### src/rtl/wwdt_pkg.sv
/*
  Shared constants and types of the window watchdog: register offsets,
  control field positions, reset values, timing and the state encoding.
  Assumes a 100 MHz system clock and an 8-bit byte address on the register port.
*/
package wwdt_pkg;

  localparam logic [7:0] OFS_ID = 8'h00;
  localparam logic [7:0] OFS_CTRL = 8'h04;
  localparam logic [7:0] OFS_SRV = 8'h08;
  localparam logic [7:0] OFS_MIRROR = 8'h0c;
  localparam logic [7:0] OFS_LOWER = 8'h10;
  localparam logic [7:0] OFS_UPPER = 8'h14;
  localparam logic [7:0] OFS_STATUS = 8'h18;
  localparam logic [7:0] OFS_CLEAR = 8'h1c;
  localparam logic [7:0] OFS_CAUSE = 8'h20;

  localparam int CTRL_ENB = 0;
  localparam int CTRL_PRE = 1;
  localparam int CTRL_DSP = 4;
  localparam int CTRL_SPW_LO = 8;
  localparam int CTRL_SPW_HI = 15;
  localparam logic [31:0] CTRL_WMASK = 32'h0000_ff13;

  localparam logic [31:0] CTRL_RST = 32'h0000_0000;
  localparam logic [31:0] BOUND_RST = 32'h0000_0000;
  localparam logic [31:0] MAGIC_WORD = 32'habad_cafe;

  // Arbitrary identification values
  localparam logic [15:0] ID_NUMBER = 16'h00a5;
  localparam logic [7:0] ID_TYPE = 8'hc0;
  localparam logic [7:0] ID_REV = 8'h01;

  localparam int SYS_CLK_HZ = 100000000;
  localparam int WDT_CLK_HZ = 32000;
  localparam int TICK_DIV = SYS_CLK_HZ / WDT_CLK_HZ;

  typedef enum logic [1:0] {
    ST_RUN = 2'b00,
    ST_ALARM = 2'b01,
    ST_RSTREQ = 2'b10
  } wwdt_state_t;

  function automatic logic wwdt_in_window(
    input logic [31:0] cnt,
    input logic [31:0] lo,
    input logic [31:0] hi);
    wwdt_in_window = (cnt >= lo) && (cnt <= hi);
  endfunction

endpackage

### src/rtl/wwdt_tick.sv
/*
  Divider producing the watchdog counting tick from the system clock.
  Assumes the system clock rate given in the package.
*/
`timescale 1ns/1ps
module wwdt_tick import wwdt_pkg::*; (
  input wire logic sys_clk,
  input wire logic nrst,
  output logic tick_ff
);

  localparam logic [11:0] DIV_LAST = 12'(TICK_DIV - 1);

  logic [11:0] div_ff;

  always_ff @(posedge sys_clk or negedge nrst) begin
    if (!nrst) begin
      div_ff <= 12'h000;
      tick_ff <= 1'b0;
    end else if (div_ff == DIV_LAST) begin
      div_ff <= 12'h000;
      tick_ff <= 1'b1;
    end else begin
      div_ff <= div_ff + 12'h001;
      tick_ff <= 1'b0;
    end
  end

endmodule // wwdt_tick

### src/rtl/wwdt_pulse.sv
/*
  Service indication stretcher: holds its output for width+1 ticks.
  Assumes start comes aligned with a tick pulse.
*/
`timescale 1ns/1ps
module wwdt_pulse import wwdt_pkg::*; (
  input wire logic sys_clk,
  input wire logic nrst,
  input wire logic tick,
  input wire logic start,
  input wire logic [7:0] width,
  output logic pulse_ff
);

  logic [8:0] left_ff;

  always_ff @(posedge sys_clk or negedge nrst) begin
    if (!nrst) begin
      left_ff <= 9'h000;
      pulse_ff <= 1'b0;
    end else if (start) begin
      left_ff <= {1'b0, width};
      pulse_ff <= 1'b1;
    end else if (tick && pulse_ff) begin
      if (left_ff == 9'h000) begin
        pulse_ff <= 1'b0;
      end else begin
        left_ff <= left_ff - 9'h001;
      end
    end
  end

endmodule // wwdt_pulse

### src/rtl/wwdt_top.sv
/*
  Window watchdog top: register port, tick-domain shadow of the
  configuration, counter, window check, alarm and reset request logic.
  Assumes a single-cycle register master and a separate power-on reset
  that the system reset does not reach.
*/
`timescale 1ns/1ps
module wwdt_top import wwdt_pkg::*; (
  input wire logic sys_clk,
  input wire logic nrst,
  input wire logic por_nrst,
  input wire logic dbg_halt,
  input wire logic [7:0] reg_addr,
  input wire logic [31:0] reg_wdata,
  input wire logic reg_wr,
  input wire logic reg_rd,
  output logic [31:0] reg_rdata_ff,
  output logic service_ff,
  output logic service_pin_ff,
  output logic alarm_ff,
  output logic rst_req_ff
);

  logic tick;
  logic svc_pulse;

  logic [31:0] control_reg_ff;
  logic [31:0] window_lower_bound_ff;
  logic [31:0] window_upper_bound_ff;
  logic [31:0] counter_mirror_ff;
  logic reset_cause_flag_ff;

  logic [31:0] ctrl_sh_ff;
  logic [31:0] lower_sh_ff;
  logic [31:0] upper_sh_ff;

  logic srv_pend_ff;
  logic [31:0] srv_word_ff;

  logic clr_pend_ff;

  logic [31:0] cnt_ff;
  logic [31:0] nxt_cnt;

  wwdt_state_t state_ff;
  wwdt_state_t nxt_state;

  logic wr_ctrl;
  logic wr_srv;
  logic wr_lower;
  logic wr_upper;
  logic wr_clear;
  logic wr_cause;

  logic enabled;
  logic running;
  logic svc_eval;
  logic svc_good;
  logic svc_bad;
  logic overflow;
  logic alarm_evt;
  logic rst_evt;
  logic svc_start;

  // One decoder for every write strobe
  function automatic logic addr_hit(
    input logic strobe,
    input logic [7:0] addr,
    input logic [7:0] ofs);
    addr_hit = strobe && (addr == ofs);
  endfunction

  assign wr_ctrl = addr_hit(reg_wr, reg_addr, OFS_CTRL);
  assign wr_srv = addr_hit(reg_wr, reg_addr, OFS_SRV);
  assign wr_lower = addr_hit(reg_wr, reg_addr, OFS_LOWER);
  assign wr_upper = addr_hit(reg_wr, reg_addr, OFS_UPPER);
  assign wr_clear = addr_hit(reg_wr, reg_addr, OFS_CLEAR) && reg_wdata[0];
  assign wr_cause = addr_hit(reg_wr, reg_addr, OFS_CAUSE) && reg_wdata[0];

  wwdt_tick u_tick (
    .sys_clk(sys_clk),
    .nrst(nrst),
    .tick_ff(tick)
  );

  always_ff @(posedge sys_clk or negedge nrst) begin
    if (!nrst) begin
      control_reg_ff <= CTRL_RST;
    end else if (wr_ctrl) begin
      control_reg_ff <= reg_wdata & CTRL_WMASK;
    end
  end

  always_ff @(posedge sys_clk or negedge nrst) begin
    if (!nrst) begin
      window_lower_bound_ff <= BOUND_RST;
    end else if (wr_lower) begin
      window_lower_bound_ff <= reg_wdata;
    end
  end

  always_ff @(posedge sys_clk or negedge nrst) begin
    if (!nrst) begin
      window_upper_bound_ff <= BOUND_RST;
    end else if (wr_upper) begin
      window_upper_bound_ff <= reg_wdata;
    end
  end

  // configuration takes effect at tick
  // Copies move only on tick, so a decision never sees a half-written word
  always_ff @(posedge sys_clk or negedge nrst) begin
    if (!nrst) begin
      ctrl_sh_ff <= CTRL_RST;
    end else if (tick) begin
      ctrl_sh_ff <= control_reg_ff;
    end
  end

  always_ff @(posedge sys_clk or negedge nrst) begin
    if (!nrst) begin
      lower_sh_ff <= BOUND_RST;
    end else if (tick) begin
      lower_sh_ff <= window_lower_bound_ff;
    end
  end

  always_ff @(posedge sys_clk or negedge nrst) begin
    if (!nrst) begin
      upper_sh_ff <= BOUND_RST;
    end else if (tick) begin
      upper_sh_ff <= window_upper_bound_ff;
    end
  end

  // service word held until next tick
  always_ff @(posedge sys_clk or negedge nrst) begin
    if (!nrst) begin
      srv_pend_ff <= 1'b0;
      srv_word_ff <= 32'h0000_0000;
    end else if (wr_srv) begin
      srv_pend_ff <= 1'b1;
      srv_word_ff <= reg_wdata;
    end else if (tick) begin
      srv_pend_ff <= 1'b0;
    end
  end

  // Clear request waits for tick; new write wins over consumption
  always_ff @(posedge sys_clk or negedge nrst) begin
    if (!nrst) begin
      clr_pend_ff <= 1'b0;
    end else if (wr_clear) begin
      clr_pend_ff <= 1'b1;
    end else if (tick) begin
      clr_pend_ff <= 1'b0;
    end
  end

  // disabled means no count, no request
  assign enabled = ctrl_sh_ff[CTRL_ENB] && (state_ff != ST_RSTREQ);

  assign running = enabled && !(dbg_halt && !ctrl_sh_ff[CTRL_DSP]);

  assign svc_eval = tick && srv_pend_ff && enabled;

  assign svc_good = svc_eval && (srv_word_ff == MAGIC_WORD) &&
                    wwdt_in_window(cnt_ff, lower_sh_ff, upper_sh_ff);

  assign svc_bad = svc_eval && !svc_good;

  assign overflow = tick && running && !svc_eval && (cnt_ff > upper_sh_ff);

  assign alarm_evt = overflow && ctrl_sh_ff[CTRL_PRE] && (state_ff == ST_RUN);

  assign rst_evt = svc_bad || (overflow && !alarm_evt);

  assign svc_start = svc_good;

  always_comb begin
    nxt_cnt = cnt_ff;
    if (svc_good || alarm_evt) begin
      nxt_cnt = 32'h0000_0000;
    end else if (tick && running && !rst_evt) begin
      nxt_cnt = cnt_ff + 32'h0000_0001;
    end
  end

  always_ff @(posedge sys_clk or negedge nrst) begin
    if (!nrst) begin
      cnt_ff <= 32'h0000_0000;
    end else begin
      cnt_ff <= nxt_cnt;
    end
  end

  always_comb begin
    nxt_state = state_ff;
    case (state_ff)
      ST_RUN: begin
        if (rst_evt) begin
          nxt_state = ST_RSTREQ;
        end else if (alarm_evt) begin
          nxt_state = ST_ALARM;
        end
      end
      ST_ALARM: begin
        if (rst_evt) begin
          nxt_state = ST_RSTREQ;
        end else if (tick && clr_pend_ff) begin
          nxt_state = ST_RUN;
        end
      end
      ST_RSTREQ: begin
        nxt_state = ST_RSTREQ;
      end
      default: begin
        nxt_state = ST_RUN;
      end
    endcase
  end

  always_ff @(posedge sys_clk or negedge nrst) begin
    if (!nrst) begin
      state_ff <= ST_RUN;
    end else begin
      state_ff <= nxt_state;
    end
  end

  always_ff @(posedge sys_clk or negedge nrst) begin
    if (!nrst) begin
      counter_mirror_ff <= 32'h0000_0000;
    end else begin
      counter_mirror_ff <= cnt_ff;
    end
  end

  always_ff @(posedge sys_clk or negedge nrst) begin
    if (!nrst) begin
      alarm_ff <= 1'b0;
    end else begin
      alarm_ff <= alarm_evt;
    end
  end

  // Held until the system reset takes it away
  always_ff @(posedge sys_clk or negedge nrst) begin
    if (!nrst) begin
      rst_req_ff <= 1'b0;
    end else begin
      rst_req_ff <= (nxt_state == ST_RSTREQ);
    end
  end

  always_ff @(posedge sys_clk or negedge por_nrst) begin
    if (!por_nrst) begin
      reset_cause_flag_ff <= 1'b0;
    end else if (rst_req_ff) begin
      reset_cause_flag_ff <= 1'b1;
    end else if (wr_cause) begin
      reset_cause_flag_ff <= 1'b0;
    end
  end

  wwdt_pulse u_pulse (
    .sys_clk(sys_clk),
    .nrst(nrst),
    .tick(tick),
    .start(svc_start),
    .width(ctrl_sh_ff[CTRL_SPW_HI:CTRL_SPW_LO]),
    .pulse_ff(svc_pulse)
  );

  always_ff @(posedge sys_clk or negedge nrst) begin
    if (!nrst) begin
      service_ff <= 1'b0;
      service_pin_ff <= 1'b0;
    end else begin
      service_ff <= svc_pulse;
      service_pin_ff <= svc_pulse;
    end
  end

  // Read data valid in the cycle after the strobe only
  always_ff @(posedge sys_clk or negedge nrst) begin
    if (!nrst) begin
      reg_rdata_ff <= 32'h0000_0000;
    end else if (reg_rd) begin
      case (reg_addr)
        OFS_ID: begin
          reg_rdata_ff <= {ID_NUMBER, ID_TYPE, ID_REV};
        end
        OFS_CTRL: begin
          reg_rdata_ff <= control_reg_ff;
        end
        OFS_MIRROR: begin
          reg_rdata_ff <= counter_mirror_ff;
        end
        OFS_LOWER: begin
          reg_rdata_ff <= window_lower_bound_ff;
        end
        OFS_UPPER: begin
          reg_rdata_ff <= window_upper_bound_ff;
        end
        OFS_STATUS: begin
          reg_rdata_ff <= {31'h0000_0000, state_ff == ST_ALARM};
        end
        OFS_CAUSE: begin
          reg_rdata_ff <= {31'h0000_0000, reset_cause_flag_ff};
        end
        default: begin
          reg_rdata_ff <= 32'h0000_0000;
        end
      endcase
    end else begin
      reg_rdata_ff <= 32'h0000_0000;
    end
  end

endmodule // wwdt_top

### config.mk
export PLATFORM = sky130hd
export DESIGN_NAME = wwdt_top
export DESIGN_NICKNAME = d
export VERILOG_FILES = /design/src/rtl/wwdt_pkg.sv /design/src/rtl/wwdt_tick.sv /design/src/rtl/wwdt_pulse.sv /design/src/rtl/wwdt_top.sv
export SDC_FILE = /design/constraint.sdc
export NUM_CORES = 1
export LEC_CHECK = 0
export ABC_AREA = 0
export ABC_CLOCK_PERIOD_IN_PS = 7840
export BUFFER_PORTS_ARGS = -buffer_cell sky130_fd_sc_hd__buf_2
export CORE_ASPECT_RATIO = 1.4
export CORE_UTILIZATION = 65
export CTS_CLUSTER_SIZE = 12
export DETAILED_ROUTE_END_ITERATION = 16
export GPL_TIMING_DRIVEN = 0
export PLACE_DENSITY = 0.84
export SLEW_MARGIN = 10
export SYNTH_ARGS = -nofsm -noshare
export SYNTH_HDL_FRONTEND = slang
export SYNTH_SLANG_ARGS = --single-unit
### constraint.sdc
create_clock -name sys_clk -period 7.84 [get_ports sys_clk]
set_clock_uncertainty 0.05 [all_clocks]
set_input_delay 0.392 -clock sys_clk [delete_from_list [all_inputs] [get_ports sys_clk]]
set_output_delay 0.392 -clock sys_clk [all_outputs]
set_load 0.005 [all_outputs]
==> reports/qor.csv <==
stage,metric,value,unit
run_status,outcome,"complete, no violations",
sta,fin_ws,3.55,ns
yosys,synthFlopType,dfrtp_1,
drt,postRouteAntennaNets,0,
drt,dr.max_layer_used,met4,
critical_path,cp_max_fo,10,
critical_path,worstPathCellList,ha_1 > nand4_1 > nor4_1 > and3_1 > a31oi_1 > o21a_1 > nor4_1 > a21o_1 > dlygate4sd1_1 > a21oi_1,
yosys,yosys_warnings,0,
critical_path,cpMostUsedCell,nor4_1,
die,start_util,66.5,%
critical_path,path_class,flip-flop to flip-flop,
sta,finalHoldViolCount,0,
place,pre_cts_ws,3.75,ns
final_layout,nFillCells,1423,
final_layout,antennaDiodeCount,0,
hold_path,holdPathStages,2,
sta,min_period,4.29,ns
place,hpwlAfterDp,27000,microns
die,die_h,176,microns
final_layout,fin_nets,1472,
drt,wl_met1,14100,microns
hold_path,hold_path_end,srv_word_ff[28],
yosys,synth_cell_types,64,
critical_path,cp.arrival,4.64,ns
clocking,clkTransAtPathRegs,0.06,ns
drt,route.met3.wl,2620,microns
drt,drt_iter0_markers,1059,
yosys,synth-seq-cells,309,
sta,drv_slew,0,
sta,min_period_over_period,54.7,%
place,place.gp.congestion,0.957,
power_and_ir_drop,power.density,194,mW/mm^2
power_and_ir_drop,power,3060,uW
die,num_io_pins,82,
critical_path,end_kind,flip-flop,
critical_path,crit_slowest_cell,nor4_1,
clocking,clk_latency,0.57,ns
die,fp.dieArea,0.0223,sq mm
yosys,synth_area_leaders,"dfrtp_1, mux2_2, ha_1, nand2_1, o21ai_0",
yosys,async_flop_share,100,%
power_and_ir_drop,ir_drop,0.197,mV
clocking,cts_buffers,30,
yosys,avgSynthCellArea,11.4,sq um
clocking,cts.repair.resized,0,
sta,rsz0062_at_grt,no,
die,num_rows,63,
power_and_ir_drop,p_leak,0.00746,uW
critical_path,cp.required,8.20,ns
sta,setup_viol,0,
global_routing,grt_pass1_vias,11000,
die,die_w,126,microns
yosys,synth_edf_count,0,
hold_path,worstHoldPathType,input port to flip-flop,
final_layout,multiInputGateArea,0.00576,sq mm
global_routing,grt_antenna_before_repair,0,
sta,final.setup.tns,0,ns
global_routing,grt_overflow_total,0,
clocking,root_buffer,clkbuf_16,
job,maxCapViolations,0,
critical_path,crit_buf_inv,1,
drt,route.detailed.drc,0,
drt,post_drt_wl_per_cell,23.7,microns
final_layout,seq_area,0.00773,sq mm
hold_path,min_from,reg_wdata[28],
critical_path,cp_slowest_stage_delay,0.82,ns
critical_path,rrSetupSlack,3.55,ns
drt,dr.pass1.iters,5,
global_routing,grt.total_usage,35.8,%
critical_path,worst_r2r_endpoint,cnt_ff[26],
sta,worst_pin_slew,1.08,ns
sta,hold_ws,0.0327,ns
drt,wirelength,38500,microns
final_layout,area_growth,11.8,%
clocking,h-tree-depth,1,
global_routing,grt_pass1_wl,60200,microns
die,coreArea,0.0212,sq mm
critical_path,critPathTopFamily,simple AND/OR/NAND/NOR gates,
critical_path,reg2reg_depth,10,
yosys,synthesis.nets,1356,
critical_path,startpoint_type,flip-flop,
final_layout,drive_gt1_share,19.5,%
drt,wl_met2,19400,microns
yosys,netlist_instances,1242,
global_routing,grt_max_degree,115,
place,port_buffers,80,
yosys,synth_top_area_share,54.8,%
clocking,cts_tree,done,
yosys,yosysSeqAreaShare,54.8,%
yosys,yosysTopAreaCell,dfrtp_1,
critical_path,r2r-start,cnt_ff[29],
drt,vias,10700,
sta,slew_headroom,27.3,%
sta,max_freq,233,MHz
drt,vias_per_cell,6.58,
yosys,syn-cell-area,0.0141,sq mm
clocking,numClockSinks,309,
clocking,cts_buffer_depth,3,
[through the flow]
stage / cells / util (%) / area [sq um]
floorplan: 1242 / - / 14100
finish: 1627 / 74.4 / 15800
CTS: 1627 / 74.3 / 15800
global route: 1627 / 74.4 / 15800
detailed placement: 1584 / 70.2 / 14900
global placement: 1582 / 69.9 / 14800
[state kept, by name (all words and copies together) (netlist names)]
name                   count
cnt_ff                    32
window_upper_bound_ff     32
rst_req_ff                 1
counter_mirror_ff         32
lower_sh_ff               32
upper_sh_ff               32
ctrl_sh_ff                11
u_tick.div_ff             12
state_ff                   2
reset_cause_flag_ff        1
alarm_ff                   1
service_pin_ff             1
reg_rdata_ff              32
window_lower_bound_ff     32
u_pulse.left_ff            9
control_reg_ff            11
srv_word_ff               32
u_pulse.pulse_ff           1
clr_pend_ff                1
srv_pend_ff                1
u_tick.tick_ff             1
[final cells by class]
class / count / area share, %
inverter: 82 / 1.95
buffer: 59 / 1.99
clock inverter: 2 / 0.294
timing repair buffer: 84 / 3.08
sequential: 309 / 49.0
multi-input combinational: 792 / 36.5
tap: 260 / 2.06
clock buffer: 39 / 5.10
[worst reg2reg max path, cell delays in order, from the launching register on]
cell	delay, ns
dfrtp_1	0.51
ha_1	0.37
nand4_1	0.18
nor4_1	0.82
and3_1	0.28
a31oi_1	0.08
o21a_1	0.19
nor4_1	0.81
a21o_1	0.28
dlygate4sd1_1	0.48
a21oi_1	0.09
[cells in the final DEF (no fill, tap or decap), types with 10 or more instances in the layout]
master / synthesis / final
clkbuf_1: 38 / 45
nand2_1: 118 / 118
clkbuf_16: 0 / 30
o21ai_0: 86 / 86
nor3_1: 10 / 10
a222oi_1: 17 / 17
dfrtp_1: 309 / 309
or4_1: 30 / 30
nand3_1: 20 / 20
inv_1: 82 / 82
mux2_2: 126 / 126
nand4_1: 23 / 23
a21oi_1: 59 / 59
xnor2_1: 11 / 11
o31ai_1: 30 / 30
buf_2: 0 / 79
ha_1: 68 / 68
nor2_1: 65 / 65
mux2i_1: 11 / 11
[repair_timing]
item	in CTS	in global routing
hold endpoints to repair	101	0
setup buffers	0	0
endpoints found under the setup margin	0	0
hold buffers	2	0
[cells in the mapped netlist, types with 3 or more instances]
master	number
a211oi_1	7
a21o_1	6
a21oi_1	59
a221oi_1	9
a222oi_1	17
a22oi_1	4
a31oi_1	9
and3_1	6
buf_1	7
buf_6	8
clkbuf_1	38
dfrtp_1	309
dlygate4sd1_1	4
ha_1	68
inv_1	82
mux2_2	126
mux2i_1	11
nand2_1	118
nand2b_1	4
nand3_1	20
nand4_1	23
nand4b_1	7
nor2_1	65
nor2b_1	3
nor3_1	10
nor4_1	10
o211ai_1	3
o21ai_0	86
o31ai_1	30
or3_1	7
or4_1	30
xnor2_1	11
xor2_1	6
[per-layer routing]
metal / vias up / global-route usage, %
met5: - / 0
met4: 0 / 20.8
met3: 130 / 5.33
met2: 530 / 62.3
met1: 5366 / 42.4
li1: 4686 / -
[logic make-up (layout without fill, tap and decap cells)]
logic type,Yosys count,in the layout,synth area share [%]
fa+ha+maj,68,68,6.03
flops,309,309,54.8
compound gates,245,245,11.1
buf+inv,141,266,4.41
mux,137,137,10.8
simple gates,325,325,11.8
xor+xnor,17,17,1.06
[how the worst max path moves through the flow]
stage	cells past startpoint	end	startpoint
after floorplan	10	cnt_ff[21]	cnt_ff[17]
final	10	cnt_ff[26]	cnt_ff[29]
after global placement	1	u_tick.div_ff[7]	nrst
after global routing	10	cnt_ff[30]	cnt_ff[29]
after CTS	10	cnt_ff[26]	cnt_ff[29]
after detailed placement	10	cnt_ff[26]	cnt_ff[29]
[where the power goes]
| part | total [uW] | switching (uW) | leakage [uW] | internal, uW |
|---|---|---|---|---|
| registers | 1650 | 26.0 | 0.00426 | 1620 |
| logic | 94.1 | 58.0 | 0.00279 | 36.1 |
| clock network | 1320 | 578 | 0.000413 | 738 |
Power figures use the tool's default switching activity.
